## src/crf_defines.vh

```
`ifndef CRF_DEFINES_VH
`define CRF_DEFINES_VH
// register byte offsets
`define CRF_REG_STATUS 8'h00
`define CRF_REG_LENGTH 8'h04
`define CRF_REG_ADDR 8'h08
`define CRF_REG_CMD 8'h0c
`define CRF_REG_RESULT 8'h10
`define CRF_REG_SWITCH 8'h14
`define CRF_REG_LAMP 8'h18
`define CRF_REG_PANEL 8'hfc
// status byte fields
`define CRF_DIR_BIT 0
`define CRF_BLK_BIT 7
// reset values
`define CRF_RST_STATUS 8'h00
`define CRF_RST_LENGTH 8'h00
`define CRF_RST_ADDR 16'h0000
`define CRF_RST_SWITCH 8'h00
// commands
`define CRF_CMD_STOP 3'h0
`define CRF_CMD_RECORD 3'h1
`define CRF_CMD_DUMP 3'h2
`define CRF_CMD_LOAD 3'h3
`define CRF_CMD_TONE_TEST_WRITE 3'h4
`define CRF_CMD_TONE_TEST_READ 3'h5
// record characters
`define CRF_SYNC_CHAR 8'h16
`define CRF_STX_CHAR 8'h02
`define CRF_ETX_CHAR 8'h03
`define CRF_SYNC_RUN 8'h20
`define CRF_CKSUM_SEED 16'h00ff
`define CRF_REC_LEN 8'h80
`define CRF_RECS_PER_BLK 6'h20
// error codes
`define CRF_ERR_NOSYNC 3'h1
`define CRF_ERR_MANYSYNC 3'h2
`define CRF_ERR_NOSTX 3'h3
`define CRF_ERR_NOETX 3'h4
`define CRF_ERR_LONG 3'h5
`define CRF_ERR_CKSUM 3'h6
// timing
`define CRF_CLK_MHZ 50
`define CRF_FRAME_US 6000
`define CRF_TONE_HALF_US 250
`define CRF_ZERO_TONE_US 2000
`define CRF_ONE_TONE_US 4000
`define CRF_FILL_MS 10000
`define CRF_FLASH_MS 250
`define CRF_HUNT_MS 2000
// tape output codes
`define CRF_OUT_HIGH 2'h3
`define CRF_OUT_LOW 2'h0
`define CRF_OUT_SIL 2'h2
// receive modes
`define CRF_RX_OFF 2'h0
`define CRF_RX_HUNT 2'h1
`define CRF_RX_FRAMED 2'h2
`define CRF_RX_RAW 2'h3
`endif

```

## src/crf_record_framer.v

```verilog
`timescale 1ns/1ps
`include "crf_defines.vh"
// Notes on behaviour
// - blocked record opens with 32 sync 0x16
// - one start-of-text 0x02 follows sync
// - length byte then that many payload bytes
// - end-of-text 0x03 after last payload byte
// - two-byte check: payload sum plus 255
// - error flag clear on success, code on failure
// - only reads detect errors
// - read error codes one to six
// - tape bits and status at port 0xfc
// - dump/load as blocked records, stop on error
// - filler characters before dump; load ignores
// - lamps: address, blank on success, flash error
// - test write repeats filler character forever
// - test read shows unaligned received bytes
// - one stop bit, always zero
// - eight data bits, lsb first
// - 6 ms frame: 2 kHz burst then silence
// - short burst zero, long burst one
// - sync hunt needs no stop bit
module crf_record_framer #(
	parameter [23:0] FRAME_CYC = `CRF_FRAME_US * `CRF_CLK_MHZ,
	parameter [23:0] HALF_CYC = `CRF_TONE_HALF_US * `CRF_CLK_MHZ,
	parameter [23:0] ZERO_CYC = `CRF_ZERO_TONE_US * `CRF_CLK_MHZ,
	parameter [23:0] ONE_CYC = `CRF_ONE_TONE_US * `CRF_CLK_MHZ,
	parameter [27:0] HUNT_CYC = `CRF_HUNT_MS * `CRF_CLK_MHZ * 1000,
	parameter [27:0] FLASH_CYC = `CRF_FLASH_MS * `CRF_CLK_MHZ * 1000,
	parameter [7:0] INIT_CHAR = 8'haa
) (
	input wire clk_sys, // system clock
	input wire reset_n, // async reset
	input wire wb_cyc_i, // bus cycle
	input wire wb_stb_i, // strobe
	input wire wb_we_i, // write enable
	input wire [7:0] wb_adr_i, // byte address
	input wire [3:0] wb_sel_i, // byte lanes
	input wire [31:0] wb_dat_i, // write data
	output reg [31:0] wb_dat_o, // read data
	output reg wb_ack_o, // acknowledge
	output wire [15:0] mem_addr, // memory address
	output wire mem_rd, // memory read request
	output reg mem_wr, // memory write pulse
	output reg [7:0] mem_wdata, // memory write data
	input wire [7:0] mem_rdata, // memory data, one cycle after address
	output wire [1:0] tape_code, // tape output bits
	input wire tone_in, // tone detector status
	output reg [7:0] operator_lamp_byte // display lamps
);
	localparam integer FILL_N = (`CRF_FILL_MS * 1000 + 9 * `CRF_FRAME_US - 1) / (9 * `CRF_FRAME_US);
	localparam [7:0] FILL_CHARS = FILL_N[7:0];
	localparam [20:0] S_IDLE = 21'h000001;
	localparam [20:0] S_START = 21'h000002;
	localparam [20:0] S_FILL = 21'h000004;
	localparam [20:0] S_WSYNC = 21'h000008;
	localparam [20:0] S_WSTX = 21'h000010;
	localparam [20:0] S_WLEN = 21'h000020;
	localparam [20:0] S_WDATA = 21'h000040;
	localparam [20:0] S_WETX = 21'h000080;
	localparam [20:0] S_WCKL = 21'h000100;
	localparam [20:0] S_WCKH = 21'h000200;
	localparam [20:0] S_WEND = 21'h000400;
	localparam [20:0] S_TONE_TEST_WRITE = 21'h000800;
	localparam [20:0] S_RHUNT = 21'h001000;
	localparam [20:0] S_RSYNC = 21'h002000;
	localparam [20:0] S_RLEN = 21'h004000;
	localparam [20:0] S_RDATA = 21'h008000;
	localparam [20:0] S_RETX = 21'h010000;
	localparam [20:0] S_RCKL = 21'h020000;
	localparam [20:0] S_RCKH = 21'h040000;
	localparam [20:0] S_TONE_TEST_READ = 21'h080000;
	localparam [20:0] S_DONE = 21'h100000;
	localparam [20:0] TX_STATES = S_FILL | S_WSYNC | S_WSTX | S_WLEN | S_WDATA | S_WETX | S_WCKL | S_WCKH | S_TONE_TEST_WRITE;
	reg [7:0] status_r;
	reg [7:0] length_r;
	reg [15:0] addr_r;
	reg [7:0] switch_r;
	reg [20:0] state_r;
	reg op_dir_r;
	reg op_blk_r;
	reg [7:0] op_len_r;
	reg [7:0] cnt_r;
	reg [15:0] cur_addr_r;
	reg [15:0] sum_r;
	reg [7:0] ck_lo_r;
	reg fail_r;
	reg err_flag_r;
	reg [2:0] code_r;
	reg dl_r;
	reg [3:0] blk_r;
	reg [5:0] rec_r;
	reg [27:0] tmr_r;
	reg settle_r;
	reg flashing_r;
	reg flash_on_r;
	reg [1:0] rx_mode;
	reg [7:0] tx_byte;
	wire tx_ready;
	wire tx_go;
	wire rx_valid;
	wire [7:0] rx_byte;
	wire tone_level;
	wire busy = state_r != S_IDLE;
	wire req = wb_cyc_i & wb_stb_i;
	wire wr_en = req & wb_we_i & wb_ack_o;
	wire cmd_go = wr_en & (wb_adr_i == `CRF_REG_CMD) & wb_sel_i[0];
	wire [2:0] cmd = wb_dat_i[2:0];
	crf_byte_codec #(
		.FRAME_CYC(FRAME_CYC),
		.HALF_CYC(HALF_CYC),
		.ZERO_CYC(ZERO_CYC),
		.ONE_CYC(ONE_CYC)
	) u_codec (
		.clk_sys(clk_sys),
		.reset_n(reset_n),
		.tx_go(tx_go),
		.tx_byte(tx_byte),
		.tx_ready(tx_ready),
		.tape_code(tape_code),
		.tone_in(tone_in),
		.tone_level(tone_level),
		.rx_mode(rx_mode),
		.rx_valid(rx_valid),
		.rx_byte(rx_byte)
	);
	assign mem_addr = cur_addr_r;
	assign mem_rd = state_r == S_WDATA;
	// wait one cycle after an address change before sending memory data
	assign tx_go = tx_ready & ((state_r & TX_STATES) != 21'h000000) & ((state_r != S_WDATA) | settle_r);
	always @* begin
		case (state_r)
			S_WSYNC: tx_byte = `CRF_SYNC_CHAR;
			S_WSTX: tx_byte = `CRF_STX_CHAR;
			S_WLEN: tx_byte = op_len_r;
			S_WDATA: tx_byte = mem_rdata;
			S_WETX: tx_byte = `CRF_ETX_CHAR;
			S_WCKL: tx_byte = sum_r[7:0];
			S_WCKH: tx_byte = sum_r[15:8];
			default: tx_byte = INIT_CHAR;
		endcase
		case (state_r)
			S_RHUNT: rx_mode = `CRF_RX_HUNT;
			S_RSYNC, S_RLEN, S_RDATA, S_RETX, S_RCKL, S_RCKH: rx_mode = `CRF_RX_FRAMED;
			S_TONE_TEST_READ: rx_mode = `CRF_RX_RAW;
			default: rx_mode = `CRF_RX_OFF;
		endcase
	end
	// bus slave: ack one cycle after the request, write at the ack edge
	always @(posedge clk_sys or negedge reset_n) begin
		if (!reset_n) begin
			wb_ack_o <= 1'b0;
			wb_dat_o <= 32'h00000000;
			status_r <= `CRF_RST_STATUS;
			length_r <= `CRF_RST_LENGTH;
			addr_r <= `CRF_RST_ADDR;
			switch_r <= `CRF_RST_SWITCH;
		end else begin
			wb_ack_o <= req & ~wb_ack_o;
			if (req && !wb_ack_o) begin
				case (wb_adr_i)
					`CRF_REG_STATUS: wb_dat_o <= {24'h000000, status_r};
					`CRF_REG_LENGTH: wb_dat_o <= {24'h000000, length_r};
					`CRF_REG_ADDR: wb_dat_o <= {16'h0000, addr_r};
					`CRF_REG_RESULT: wb_dat_o <= {21'h000000, code_r, 6'h00, err_flag_r, busy};
					`CRF_REG_SWITCH: wb_dat_o <= {24'h000000, switch_r};
					`CRF_REG_LAMP: wb_dat_o <= {24'h000000, operator_lamp_byte};
					`CRF_REG_PANEL: wb_dat_o <= {29'h00000000, tape_code, tone_level};
					default: wb_dat_o <= 32'h00000000;
				endcase
			end
			if (wr_en && wb_sel_i[0]) begin
				case (wb_adr_i)
					`CRF_REG_STATUS: status_r <= wb_dat_i[7:0];
					`CRF_REG_LENGTH: length_r <= wb_dat_i[7:0];
					`CRF_REG_ADDR: addr_r[7:0] <= wb_dat_i[7:0];
					`CRF_REG_SWITCH: switch_r <= wb_dat_i[7:0];
					default: ;
				endcase
			end
			if (wr_en && wb_sel_i[1] && wb_adr_i == `CRF_REG_ADDR)
				addr_r[15:8] <= wb_dat_i[15:8];
		end
	end
	always @(posedge clk_sys or negedge reset_n) begin
		if (!reset_n) begin
			state_r <= S_IDLE;
			op_dir_r <= 1'b0;
			op_blk_r <= 1'b0;
			op_len_r <= 8'h00;
			cnt_r <= 8'h00;
			cur_addr_r <= 16'h0000;
			sum_r <= `CRF_CKSUM_SEED;
			ck_lo_r <= 8'h00;
			fail_r <= 1'b0;
			err_flag_r <= 1'b0;
			code_r <= 3'h0;
			dl_r <= 1'b0;
			blk_r <= 4'h0;
			rec_r <= 6'h00;
			tmr_r <= 28'h0000000;
			settle_r <= 1'b0;
			flashing_r <= 1'b0;
			flash_on_r <= 1'b0;
			mem_wr <= 1'b0;
			mem_wdata <= 8'h00;
			operator_lamp_byte <= 8'h00;
		end else begin
			mem_wr <= 1'b0;
			settle_r <= (state_r == S_WDATA) & ~tx_go;
			if (mem_wr)
				cur_addr_r <= cur_addr_r + 16'h0001;
			if (dl_r && busy)
				operator_lamp_byte <= cur_addr_r[15:8];
			if (flashing_r) begin
				if (tmr_r == FLASH_CYC) begin
					tmr_r <= 28'h0000000;
					flash_on_r <= ~flash_on_r;
					operator_lamp_byte <= flash_on_r ? 8'h00 : {5'h00, code_r};
				end else
					tmr_r <= tmr_r + 28'h0000001;
			end
			if (cmd_go) begin
				flashing_r <= 1'b0;
				fail_r <= 1'b0;
				code_r <= 3'h0;
				tmr_r <= 28'h0000000;
				operator_lamp_byte <= 8'h00;
				dl_r <= (cmd == `CRF_CMD_DUMP) | (cmd == `CRF_CMD_LOAD);
				blk_r <= switch_r[3:0];
				rec_r <= `CRF_RECS_PER_BLK;
				case (cmd)
					`CRF_CMD_RECORD: begin
						op_dir_r <= status_r[`CRF_DIR_BIT];
						op_blk_r <= status_r[`CRF_BLK_BIT];
						op_len_r <= length_r;
						cur_addr_r <= addr_r;
						state_r <= S_START;
					end
					`CRF_CMD_DUMP, `CRF_CMD_LOAD: begin
						op_dir_r <= cmd == `CRF_CMD_LOAD;
						op_blk_r <= 1'b1;
						op_len_r <= `CRF_REC_LEN;
						cur_addr_r <= {switch_r[7:4], 12'h000};
						cnt_r <= FILL_CHARS;
						if (switch_r[3:0] == 4'h0)
							state_r <= S_DONE;
						else if (cmd == `CRF_CMD_DUMP)
							state_r <= S_FILL;
						else
							state_r <= S_START;
					end
					`CRF_CMD_TONE_TEST_WRITE: state_r <= S_TONE_TEST_WRITE;
					`CRF_CMD_TONE_TEST_READ: state_r <= S_TONE_TEST_READ;
					default: state_r <= S_IDLE;
				endcase
			end else begin
				case (state_r)
					S_IDLE: ;
					S_START: begin
						sum_r <= `CRF_CKSUM_SEED;
						tmr_r <= 28'h0000000;
						cnt_r <= op_blk_r ? (op_dir_r ? 8'h00 : `CRF_SYNC_RUN) : op_len_r;
						if (op_blk_r)
							state_r <= op_dir_r ? S_RHUNT : S_WSYNC;
						else if (op_len_r == 8'h00)
							state_r <= S_WEND;
						else
							state_r <= op_dir_r ? S_RDATA : S_WDATA;
					end
					S_FILL: if (tx_go) begin
						cnt_r <= cnt_r - 8'h01;
						if (cnt_r == 8'h01)
							state_r <= S_START;
					end
					S_WSYNC: if (tx_go) begin
						cnt_r <= cnt_r - 8'h01;
						if (cnt_r == 8'h01)
							state_r <= S_WSTX;
					end
					S_WSTX: if (tx_go)
						state_r <= S_WLEN;
					S_WLEN: if (tx_go) begin
						cnt_r <= op_len_r;
						state_r <= (op_len_r == 8'h00) ? S_WETX : S_WDATA;
					end
					S_WDATA: if (tx_go) begin
						cur_addr_r <= cur_addr_r + 16'h0001;
						sum_r <= sum_r + {8'h00, mem_rdata};
						cnt_r <= cnt_r - 8'h01;
						if (cnt_r == 8'h01)
							state_r <= op_blk_r ? S_WETX : S_WEND;
					end
					S_WETX: if (tx_go)
						state_r <= S_WCKL;
					S_WCKL: if (tx_go)
						state_r <= S_WCKH;
					S_WCKH: if (tx_go)
						state_r <= S_WEND;
					S_WEND: if (tx_ready)
						state_r <= S_DONE;
					S_TONE_TEST_WRITE: ;
					S_RHUNT: begin
						tmr_r <= tmr_r + 28'h0000001;
						if (rx_valid) begin
							cnt_r <= 8'h01;
							state_r <= S_RSYNC;
						end else if (tmr_r == HUNT_CYC) begin
							fail_r <= 1'b1;
							code_r <= `CRF_ERR_NOSYNC;
							state_r <= S_DONE;
						end
					end
					S_RSYNC: if (rx_valid) begin
						if (rx_byte == `CRF_SYNC_CHAR) begin
							cnt_r <= cnt_r + 8'h01;
							if (cnt_r == `CRF_SYNC_RUN) begin
								fail_r <= 1'b1;
								code_r <= `CRF_ERR_MANYSYNC;
								state_r <= S_DONE;
							end
						end else if (rx_byte == `CRF_STX_CHAR)
							state_r <= S_RLEN;
						else begin
							fail_r <= 1'b1;
							code_r <= `CRF_ERR_NOSTX;
							state_r <= S_DONE;
						end
					end
					S_RLEN: if (rx_valid) begin
						cnt_r <= rx_byte;
						if (rx_byte > op_len_r) begin
							fail_r <= 1'b1;
							code_r <= `CRF_ERR_LONG;
							state_r <= S_DONE;
						end else
							state_r <= (rx_byte == 8'h00) ? S_RETX : S_RDATA;
					end
					S_RDATA: if (rx_valid) begin
						mem_wr <= 1'b1;
						mem_wdata <= rx_byte;
						sum_r <= sum_r + {8'h00, rx_byte};
						cnt_r <= cnt_r - 8'h01;
						if (cnt_r == 8'h01)
							state_r <= op_blk_r ? S_RETX : S_DONE;
					end
					S_RETX: if (rx_valid) begin
						if (rx_byte == `CRF_ETX_CHAR)
							state_r <= S_RCKL;
						else begin
							fail_r <= 1'b1;
							code_r <= `CRF_ERR_NOETX;
							state_r <= S_DONE;
						end
					end
					S_RCKL: if (rx_valid) begin
						ck_lo_r <= rx_byte;
						state_r <= S_RCKH;
					end
					S_RCKH: if (rx_valid) begin
						if ({rx_byte, ck_lo_r} != sum_r) begin
							fail_r <= 1'b1;
							code_r <= `CRF_ERR_CKSUM;
						end
						state_r <= S_DONE;
					end
					S_TONE_TEST_READ: if (rx_valid)
						operator_lamp_byte <= rx_byte;
					S_DONE: begin
						if (!fail_r && dl_r && !(rec_r == 6'h01 && blk_r == 4'h1) && blk_r != 4'h0) begin
							if (rec_r == 6'h01) begin
								rec_r <= `CRF_RECS_PER_BLK;
								blk_r <= blk_r - 4'h1;
							end else
								rec_r <= rec_r - 6'h01;
							state_r <= S_START;
						end else begin
							state_r <= S_IDLE;
							err_flag_r <= fail_r & op_dir_r;
							flashing_r <= dl_r & fail_r;
							operator_lamp_byte <= 8'h00;
							tmr_r <= 28'h0000000;
							dl_r <= 1'b0;
						end
					end
					default: state_r <= S_IDLE;
				endcase
			end
		end
	end
endmodule // crf_record_framer

```

## src/crf_byte_codec.v

```verilog
`timescale 1ns/1ps
`include "crf_defines.vh"
module crf_byte_codec #(
	parameter [23:0] FRAME_CYC = 24'd300000,
	parameter [23:0] HALF_CYC = 24'd12500,
	parameter [23:0] ZERO_CYC = 24'd100000,
	parameter [23:0] ONE_CYC = 24'd200000
) (
	input wire clk_sys, // system clock
	input wire reset_n, // async reset
	input wire tx_go, // start sending tx_byte
	input wire [7:0] tx_byte, // byte to send
	output wire tx_ready, // serialiser idle
	output reg [1:0] tape_code, // tape output bits
	input wire tone_in, // tone present, async
	output wire tone_level, // synchronised tone status
	input wire [1:0] rx_mode, // receive mode
	output reg rx_valid, // byte received pulse
	output reg [7:0] rx_byte // received byte
);
	localparam [23:0] FRAME_LAST = FRAME_CYC - 24'h000001;
	localparam [23:0] HALF_LAST = HALF_CYC - 24'h000001;
	reg [23:0] fcnt_r;
	reg [23:0] hcnt_r;
	reg [3:0] bidx_r;
	reg [7:0] tsh_r;
	reg tbusy_r;
	reg tlvl_r;
	reg [2:0] ts_r;
	reg [23:0] ton_r;
	reg [23:0] sil_r;
	reg [7:0] rsh_r;
	reg [3:0] rcnt_r;
	reg [1:0] mode_d_r;
	wire tbit = bidx_r[3] ? 1'b0 : tsh_r[bidx_r[2:0]];
	wire [23:0] tone_len = tbit ? ONE_CYC : ZERO_CYC;
	wire rise = ts_r[1] & ~ts_r[2];
	wire decide = (ton_r != 24'h000000) & (rise | (~ts_r[1] & (sil_r == FRAME_CYC)));
	wire dbit = ton_r > sil_r;
	wire [7:0] ins = {dbit, rsh_r[7:1]};
	assign tx_ready = ~tbusy_r;
	assign tone_level = ts_r[1];
	always @(posedge clk_sys or negedge reset_n) begin
		if (!reset_n) begin
			fcnt_r <= 24'h000000;
			hcnt_r <= 24'h000000;
			bidx_r <= 4'h0;
			tsh_r <= 8'h00;
			tbusy_r <= 1'b0;
			tlvl_r <= 1'b1;
			tape_code <= `CRF_OUT_SIL;
		end else begin
			if (tx_go && !tbusy_r) begin
				tsh_r <= tx_byte;
				bidx_r <= 4'h0;
				fcnt_r <= 24'h000000;
				hcnt_r <= 24'h000000;
				tlvl_r <= 1'b1;
				tbusy_r <= 1'b1;
			end else if (tbusy_r) begin
				if (fcnt_r == FRAME_LAST) begin
					fcnt_r <= 24'h000000;
					hcnt_r <= 24'h000000;
					tlvl_r <= 1'b1;
					if (bidx_r == 4'h8)
						tbusy_r <= 1'b0;
					else
						bidx_r <= bidx_r + 4'h1;
				end else begin
					fcnt_r <= fcnt_r + 24'h000001;
					if (hcnt_r == HALF_LAST) begin
						hcnt_r <= 24'h000000;
						tlvl_r <= ~tlvl_r;
					end else
						hcnt_r <= hcnt_r + 24'h000001;
				end
			end
			// burst of 11/00 then silence 10
			if (tbusy_r && fcnt_r < tone_len)
				tape_code <= tlvl_r ? `CRF_OUT_HIGH : `CRF_OUT_LOW;
			else
				tape_code <= `CRF_OUT_SIL;
		end
	end
	always @(posedge clk_sys or negedge reset_n) begin
		if (!reset_n) begin
			ts_r <= 3'h0;
			ton_r <= 24'h000000;
			sil_r <= 24'h000000;
			rsh_r <= 8'h00;
			rcnt_r <= 4'h0;
			mode_d_r <= `CRF_RX_OFF;
			rx_valid <= 1'b0;
			rx_byte <= 8'h00;
		end else begin
			ts_r <= {ts_r[1:0], tone_in};
			mode_d_r <= rx_mode;
			rx_valid <= 1'b0;
			// tone and silence timing of the current frame
			if (rise) begin
				ton_r <= 24'h000001;
				sil_r <= 24'h000000;
			end else if (ts_r[1]) begin
				if (ton_r != FRAME_CYC)
					ton_r <= ton_r + 24'h000001;
			end else if (sil_r == FRAME_CYC)
				ton_r <= 24'h000000;
			else
				sil_r <= sil_r + 24'h000001;
			if (rx_mode != mode_d_r) begin
				// a sync found by the hunt still owes its stop bit
				rcnt_r <= (mode_d_r == `CRF_RX_HUNT) ? 4'h9 : 4'h0;
				rsh_r <= 8'h00;
			end else if (decide) begin
				case (rx_mode)
					`CRF_RX_HUNT: begin
						rsh_r <= ins;
						if (ins == `CRF_SYNC_CHAR) begin
							rx_valid <= 1'b1;
							rx_byte <= ins;
						end
					end
					`CRF_RX_FRAMED: begin
						if (rcnt_r == 4'h9) begin
							if (!dbit)
								rcnt_r <= 4'h0;
						end else if (rcnt_r == 4'h8) begin
							if (!dbit) begin
								rx_valid <= 1'b1;
								rx_byte <= rsh_r;
								rcnt_r <= 4'h0;
							end
						end else begin
							rsh_r <= ins;
							rcnt_r <= rcnt_r + 4'h1;
						end
					end
					`CRF_RX_RAW: begin
						rsh_r <= ins;
						if (rcnt_r == 4'h7) begin
							rx_valid <= 1'b1;
							rx_byte <= ins;
							rcnt_r <= 4'h0;
						end else
							rcnt_r <= rcnt_r + 4'h1;
					end
					default: rcnt_r <= 4'h0;
				endcase
			end
		end
	end
endmodule // crf_byte_codec

```

## config.mk

```make
export PLATFORM = sky130hd
export DESIGN_NAME = crf_record_framer
export DESIGN_NICKNAME = d
export VERILOG_FILES = /design/src/crf_record_framer.v /design/src/crf_byte_codec.v
export VERILOG_INCLUDE_DIRS = /design/src
export SDC_FILE = /design/constraint.sdc
export NUM_CORES = 1
export LEC_CHECK = 0
export BUFFER_PORTS_ARGS = -buffer_cell sky130_fd_sc_hd__buf_2
export CORE_MARGIN = 1
export CORE_UTILIZATION = 40
export CTS_BUF_LIST = sky130_fd_sc_hd__clkbuf_4 sky130_fd_sc_hd__clkbuf_8
export DETAILED_ROUTE_END_ITERATION = 10
export GPL_TIMING_DRIVEN = 1
export SLEW_MARGIN = 20
export SYNTH_ARGS = -nofsm -noshare
export SYNTH_HDL_FRONTEND = slang
export SYNTH_SLANG_ARGS = --single-unit
```

## constraint.sdc

```tcl
create_clock -name clk_sys -period 7.71 [get_ports clk_sys]
set_input_delay 0.3855 -clock clk_sys [delete_from_list [all_inputs] [get_ports clk_sys]]
set_output_delay 0.3855 -clock clk_sys [all_outputs]
set_load 0.02 [all_outputs]
```

Word level (Yosys, flattened, before mapping)
Cells that the tools add are included.
Widths: inputs -> output; s select.

storage, ports and cells
  bits in registers = 354
  bits in latches = 0
  bits in writable memories = 0
  memory bits (read-only) = 0
  bits of input ports = 58
  logic and storage cells = 441
  memories = 0

operators by class
  add/subtract/negate cells = 14
  multipliers = 0
  div/mod/pow operators = 0
  order comparisons = 4
  equal/unequal tests = 106
  shift operators = 0
  muxes and demuxes = 183
  bitwise logic cells = 27
  reductions and logical operators = 64

operator list
  operator               count
  $mux 21                29
  $pmux 21 s19           1
  $mux 24                14
  $mux 8                 26
  $mux 16                9
  $mux 28                4
  $pmux 16 s7            1
  $pmux 8 s7             2
  $add 24x1->24 const B  4
  $pmux 21 s4            1
  $pmux 28 s3            1
  $mux 4                 15
  $ne 3x3->1 const B     18
  $eq 24x19->1 const B   2
  $pmux 16 s3            1
  $pmux 8 s2             3
  $mux 3                 15
  $eq 8x5->1 const B     5
  $mux 1                 39
  $add 16x8->16          2
  $pmux 16 s2            1
  $mux 6                 5
  $add 28x1->28 const B  1
  $eq 28x24->1 const B   1
  other kinds (96)       198

Depth between registers and ports, before layout
Gate-level depths: netlist of run 1.

  depth in word-level cells = 8
  depth in mapped cells = 18
  mapped depth without buffers = 15

Hierarchy
Synthesis of run 1 repeated with hierarchy kept, for this count alone.

unflattened totals
  cell total of the unflattened synthesis = 2223
  area, all modules = 20598.5 um2

modules (own cells, without submodules)
  module             times used  cells each  area an instance (um2)
  crf_record_framer  1           1395        12807.3
  crf_byte_codec     1           828         7791.2

Worst setup path before layout of run 1
Ideal clock, no wire load.

  kind = reg2reg
  start = register state_r[7]
  end = register sum_r[9]
  arrival time = 3890 ps
  path slack = 3691 ps
  stages on the path, launching flop included = 17
  clock period less this slack = 4019 ps
  path through = dfrtp_1 -> buf_6 -> or4_1 -> buf_2 -> nor3_1 -> buf_2 -> nand3_1 -> mux2_2 -> ha_1 -> a21o_1 -> a21oi_1 -> nor2b_1 -> o31a_1 -> o41ai_1 -> nor3b_1 -> xnor2_1 -> nor2_1

between the ends
  longest elaborated chain between the ends = 5

RTL lines
  what                                                      line                     text
  from (decl)                                               crf_record_framer.v:79   reg [20:0] state_r;
  from (signal assigned)                                    crf_record_framer.v:265  state_r <= op_dir_r ? S_RHUNT : S_WSYNC;
  from (signal assigned)                                    crf_record_framer.v:269  state_r <= op_dir_r ? S_RDATA : S_WDATA;
  from (signal assigned)                                    crf_record_framer.v:285  state_r <= (op_len_r == 8'h00) ? S_WETX : S_WDATA;
  $ne 21x7->1 / $reduce_bool 21->1 (equally long branches)  crf_record_framer.v:130  assign tx_go = tx_ready & ((state_r & TX_STATES) != 21'h000000) & ((state_r != S_WDATA) | settle_r);
  $or 1x1->1 / $and 1x1->1 (equally long branches)          crf_record_framer.v:130
  $and 1x1->1                                               crf_record_framer.v:130
  $ne 2x1->1 (no source line)                               n/a
  $reduce_and 4->1 (no source line)                         n/a
  to (signal assigned)                                      crf_record_framer.v:193  sum_r <= `CRF_CKSUM_SEED;
  to (signal assigned)                                      crf_record_framer.v:261  sum_r <= `CRF_CKSUM_SEED;
  to (signal assigned)                                      crf_record_framer.v:289  sum_r <= sum_r + {8'h00, mem_rdata};
  to (decl)                                                 crf_record_framer.v:85   reg [15:0] sum_r;

Parallel ways exist; a longest one is shown, timed or not.
A chain may end at the register's enable or synchronous reset.

Final worst setup path of run 1
  start = register state_r[6]
  end = register sum_r[9]

Same word-level chain as after synthesis.

==> results.cfg, run 1 <==
[setup_path]
reg2reg_setup_slack_ns = 2.38
r2r_start = state_r[6]$_DFFE_PN0P_
crit_start = state_r[6]$_DFFE_PN0P_
endpoint_kind = flop
endpoint = sum_r[9]$_DFFE_PN0P_
arrival_ns = 5.84
rr_endpoint = sum_r[9]$_DFFE_PN0P_
crit_slowest_cell = nor3_1
cp.required_ns = 8.22
path_class = reg2reg
cpPeakStageDelay_ns = 0.86
crit_chain = or4_1 > nor3_1 > nand3_1 > mux2_2 > ha_1 > a21o_1 > a21oi_1 > nor2b_1 > o31a_1 > o41ai_1 > nor3b_1 > xnor2_1 > nor2_1
r2r_cells = 13
critical_path_peak_fanout = 12
startpoint_type = flop

[logic_synthesis]
synth_flop_cell = dfrtp_1
synth_area_leaders = dfrtp_1 (40%), mux2_2 (4.6%), ha_1 (4.2%)
ys_ff_latch = 338
avgSynthCellArea_um2 = 8.98
async_flop_share = 1.00
ys_seq_area_frac = 0.411
synth.most_common_cell = dfrtp_1
yosysTopAreaCell = dfrtp_1
synth-edff-count = 0
yosysUniqueCellTypes = 85
yosys-top-cells-count = dfrtp_1 (327), nand2_1 (215), nor2_1 (207)
synth_top_area_frac = 0.397
syn_inst = 2295
yosysWarningCount = 0
synth_area_um2 = 20600

[power]
leakagePower_uw = 0.0104
p_sw_frac = 0.253
ir_drop_v = 0.000142
powerDensity_nw_per_um2 = 175
p_comb_frac = 0.062
total_power_uw = 4040
seqPwrFrac = 0.458
p_clk_frac = 0.480
p_int_uw = 3020
power_switching_uw = 1020

[floorplan]
io-pin-count = 127
die_x_um = 229
coreArea_um2 = 50500
die_h_um = 229
design.die.area_um2 = 52500
row_count = 82
initial_core_util = 0.408

[cts]
numCtsBuffers = 60
tritoncts = yes
clock_tree.root_cell = clkbuf_8
numClockSinks = 338
clk_pin_slew_ns = 0.07
clk_latency_ns = 0.70
clockBufferDepth = 3
h-tree-depth = 2

[grt]
grt_pass1_wl_um = 101000
grt_max_degree = 166
antenna_found_initial = 0
overflow = 0
grt_pass1_vias = 17900
grt.total_usage = 0.238

[layout]
drive_gt1_frac = 0.149
final_cells = 3093
post-route-util = 0.459
n_antenna_cell = 0
area_growth_syn_to_layout_pct = 12.3
fin_nets = 2501

[sta]
post-route-period-util = 0.692
hold_viol = 0
worstMarginPinSlew_ns = 1.10
period_minus_slack_ns = 5.33
rsz0062_at_grt = no
slew_viol_final = 0
timing.hold.ws_ns = 0.0762
final.setup_skew_ns = 0.0606
setup_tns_ns = 0
timing.slew.headroom = 0.258
max_clock_freq_ghz = 0.188
finalSetupViolCount = 0

[drt]
vias = 18300
wl_um = 62000
vias_per_cell = 5.90
ant_nets = 0
remaining_drc_errors = 0
routedWlPerCell_um = 20.1
drtIter0Drc = 2016
dr.pass1.iters = 8

[status]
status = finished, final reports clean

[place]
place_congestion = 0.897
dpl.cell_count = 2967
portBuffers = 92
hpwlAfterDp_um = 43000

[worst_hold_path]
hold_class = in2reg
worstHoldPathCells = 3

[run]
cap_viol_max_count = 0
[layout make-up]
type / instances / area [um^2]
clock inverters: 14 / 186
well taps: 672 / 841
repair buffers: 133 / 828
inverters: 80 / 300
flip-flops and latches: 338 / 8470
fillers: 4917 / 27300
clock buffers: 97 / 1210
multi-input cells: 1759 / 11300
[critical path: cells and delay by family, from the launching register on]
| kind | cells | cell delay, ns |
|---|---|---|
| adder cells (fa/ha/maj) | 1 | 0.28 |
| XOR/XNOR | 1 | 0.17 |
| multiplexers | 1 | 0.50 |
| flip-flops | 1 | 0.46 |
| AO/OA/AOI/OAI | 4 | 1.26 |
| AND/OR/NAND/NOR | 6 | 2.48 |
[routing by layer]
metal | track usage | vias to the layer above | wire length, um
met3 | 0.0383 | 126 | 3520
li1 | - | 8549 | -
met1 | 0.333 | 8978 | 28500
met4 | 0.0792 | 0 | 1740
met2 | 0.376 | 601 | 28200
met5 | 0 | - | 0
[layout by cell type, fill, tap and decap left out, types with 12 or more instances in the layout]
| cell type | count |
|---|---|
| dfrtp_1 | 327 |
| nand2_1 | 215 |
| nor2_1 | 205 |
| o21ai_0 | 167 |
| nand3_1 | 118 |
| a21oi_1 | 111 |
| buf_2 | 91 |
| mux2_2 | 84 |
| inv_1 | 80 |
| clkbuf_8 | 77 |
| ha_1 | 70 |
| nor3_1 | 63 |
| xor2_1 | 63 |
| nand4_1 | 51 |
| and3_1 | 49 |
| nor4_1 | 45 |
| xnor2_1 | 44 |
| mux2i_1 | 37 |
| or3_1 | 26 |
| o31ai_1 | 26 |
| a22oi_1 | 25 |
| buf_4 | 25 |
| nand2b_1 | 23 |
| nor2b_1 | 21 |
| a31oi_1 | 20 |
| a221oi_1 | 20 |
| clkbuf_4 | 20 |
| or4_1 | 19 |
| and4_1 | 17 |
| a22o_1 | 17 |
| conb_1 | 16 |
| dlygate4sd3_1 | 15 |
| or2_2 | 14 |
| o211ai_1 | 14 |
| o21a_1 | 12 |
| and2_1 | 12 |
[repair_timing]
action | in CTS | in global routing
hold buffers | 15 | 0
resized for setup | 0 | 0
hold endpoints to repair | 139 | 0
setup buffers | 0 | 0
[logic make-up after synthesis]
family,count (synthesis),synth area share
buffers and inverters,213,0.0441
adders and majority gates,71,0.0435
DFF,338,0.411
and+or+nand+nor,932,0.231
muxes,123,0.0660
other,1,0.000182
xor gates and xnor gates,107,0.0455
AOI/OAI and AO/OA,510,0.159
[worst min path at each step]
stage	slack [ns]	start	endpoint
final	0.08	wb_dat_i[0]	op_dir_r$_DFFE_PN0P_
after global routing	0.07	wb_dat_i[0]	state_r[11]$_DFFE_PN0P_
after CTS	0.03	wb_dat_i[0]	op_dir_r$_DFFE_PN0P_
after detailed placement	0.36	u_codec.ts_r[0]$_DFF_PN0_	u_codec.ts_r[1]$_DFF_PN0_
after global placement	0.35	u_codec.ts_r[0]$_DFF_PN0_	u_codec.ts_r[1]$_DFF_PN0_
after floorplan	0.09	reset_n	addr_r[0]$_DFFE_PN0P_
[through the flow]
stage	setup slack (ns)	cell area, um^2
2_1_floorplan	3.69	20700
5_1_grt	2.10	23200
3_5_place_dp	2.54	21600
4_1_cts	2.53	23100
3_3_place_gp	2.66	21600
6_report	2.38	23200
[flip-flops by register name, indices dropped and copies added (netlist names), 8 cells and up]
name	flops
status_r	8
cnt_r	8
mem_addr	16
u_codec.ton_r	24
u_codec.rx_byte	8
u_codec.rsh_r	8
wb_dat_o	16
operator_lamp_byte	8
mem_wdata	8
u_codec.hcnt_r	24
u_codec.fcnt_r	24
length_r	8
u_codec.tsh_r	8
sum_r	16
tmr_r	28
switch_r	8
op_len_r	8
ck_lo_r	8
addr_r	16
state_r	21
u_codec.sil_r	24
[power by group through the flow]
stage	registers (uW)	logic (uW)	clock network, uW
global route	1860	286	2070
finish	1850	249	1940
floorplan	1870	159	0
CTS	1850	250	1990
global placement	1880	236	0
detailed placement	1880	243	0
No activity file was read; power rests on OpenSTA's default activity.
==> run 2, diff against run 1 <==
Clock period 7.71 ns to 5.2 ns, I/O delays scaled along.
==> results.cfg, run 2 (synthesis gave the netlist of run 1 again) <==
[status]
status = finished, final reports clean

[layout]
ff_latch_area_um2 = 8470
layout_common_cells = dfrtp_1 (327), nand2_1 (215), nor2_1 (206), o21ai_0 (167), nand3_1 (118)
area_growth_syn_to_layout_pct = 13.2
fillCellCount = 4927
multi_input_area_um2 = 11300
drive_gt1_frac = 0.152
final_common_cell = dfrtp_1
n_antenna_cell = 0
largest-register = tmr_r
fin_nets = 2515
largest_register_ffs = 28

[floorplan]
row_count = 82
die_x_um = 229
io-pin-count = 127
initial_core_util = 0.408
coreArea_um2 = 50500
design.die.area_um2 = 52500
die_h_um = 229

[sta]
worstMarginPinSlew_ns = 1.01
timing.hold.ws_ns = 0.0537
slew_viol_final = 0
finalSetupViolCount = 0
period_minus_slack_ns = 4.81
rsz0062_at_grt = no
timing.slew.headroom = 0.327
post-route-period-util = 0.925
final.setup_skew_ns = 0.0434
max_clock_freq_ghz = 0.208
hold_viol = 0
setup_tns_ns = 0

[grt]
grt.total_usage = 0.239
overflow = 0
antenna_found_initial = 0
grt_max_degree = 120
grt_pass1_wl_um = 101000
grt_pass1_vias = 17900

[cts]
clock_tree.root_cell = clkbuf_8
clk_pin_slew_ns = 0.06
cts_resized = 0
numCtsBuffers = 60
post_cts_buffers = 0
numClockSinks = 338
h-tree-depth = 2
clk_latency_ns = 0.69
clockBufferDepth = 3
tritoncts = yes
holdBufCountCts = 20

[drt]
ant_nets = 0
dr.pass1.iters = 5
wl_um = 62700
routedWlPerCell_um = 20.2
drtIter0Drc = 1669
remaining_drc_errors = 0
vias = 18300
vias_per_cell = 5.88

[setup_path]
crit_chain = or4_1 > nor2_1 > nand3_1 > mux2_2 > ha_1 > a21o_1 > a21oi_1 > nor2b_1 > o31a_1 > o41ai_1 > nor3b_1 > xnor2_1 > nor2_1
arrival_ns = 5.32
crit_path_frequent_cell = nor2_1
path_class = reg2reg
path_delay_family = simple AND/OR/NAND/NOR gates
path_buf_inv = 0
endpoint_kind = flop
cpPeakStageDelay_ns = 0.65
critical_path_peak_fanout = 12
startpoint_type = flop
cp.required_ns = 5.72
crit_slowest_cell = o41ai_1

[place]
place_congestion = 0.926
hpwlAfterDp_um = 44000
portBuffers = 92

[power]
powerDensity_nw_per_um2 = 264
total_power_uw = 6150
leakagePower_uw = 0.0105
ir_drop_v = 0.000209

[run]
cap_viol_max_count = 0

[worst_hold_path]
hold_class = in2reg
[run 2: changes by cell type in the layout (fill, tap and decap cells not counted), sizes merged]
| cell | change |
|---|---|
| buf | +9 |
| clkbuf | -9 |
| clkinv | +5 |
| dlygate4sd3 | +5 |
| bufinv | +3 |
| inv | +3 |
| clkinvlp | -1 |
[run 2: cell type report]
cell class | count | share of cell area
clock buffers | 88 | 0.0495
clock inverters | 24 | 0.0136
inverters | 80 | 0.0129
multi-input cells | 1759 | 0.485
flip-flops and latches | 338 | 0.363
well taps | 672 | 0.0360
repair buffers | 147 | 0.0405
[run 2: metal layers]
metal	wire, um	vias to the layer above	part of all wire	global-route usage
li1	-	8576	-	-
met1	28400	8998	0.45	0.326
met2	28400	563	0.45	0.374
met3	4100	127	0.065	0.0471
met4	1870	0	0.030	0.0871
met5	0	-	0	0
[run 2: tightest hold or removal path: cells and delay by family]
kind,cells,cell delay (ns)
AOI/OAI and AO/OA,2,0.28
buffers and inverters,1,0.12
[run 2: final timing paths]
path                                      startpoint                        endpoint  slack [ns]  cells after the start
setup / recovery              state_r[3]$_DFFE_PN0P_           sum_r[13]$_DFFE_PN0P_        0.39                     13
min in group asynchronous                    reset_n              tmr_r[7]$_DFF_PN0_        0.17                      2
hold / removal                          mem_rdata[3]    u_codec.tsh_r[3]$_DFFE_PN0P_        0.05                      3
hold reg to reg            u_codec.ts_r[0]$_DFF_PN0_       u_codec.ts_r[1]$_DFF_PN0_        0.35                      0
max in group asynchronous                    reset_n  u_codec.fcnt_r[14]$_DFFE_PN0P_        3.80                      3
setup reg to reg              state_r[3]$_DFFE_PN0P_           sum_r[13]$_DFFE_PN0P_        0.39                     13
[run 2: metrics by stage]
stage / utilization / setup slack, ns / std cells / area (um^2)
3_5_place_dp: 0.429 / 0.504 / 2976 / 21700
2_1_floorplan: - / 1.18 / 2310 / 20700
3_3_place_gp: 0.429 / 0.616 / 2976 / 21700
5_1_grt: 0.462 / 0.0135 / 3108 / 23300
6_report: 0.462 / 0.392 / 3108 / 23300
4_1_cts: 0.462 / 0.418 / 3108 / 23300
[run 2: where the power goes]
part	leakage [uW]	internal (uW)	total, uW	switching, uW
combinational	0.00541	131	375	244
sequential	0.00434	2680	2750	68.7
clock	0.000776	1780	3030	1250
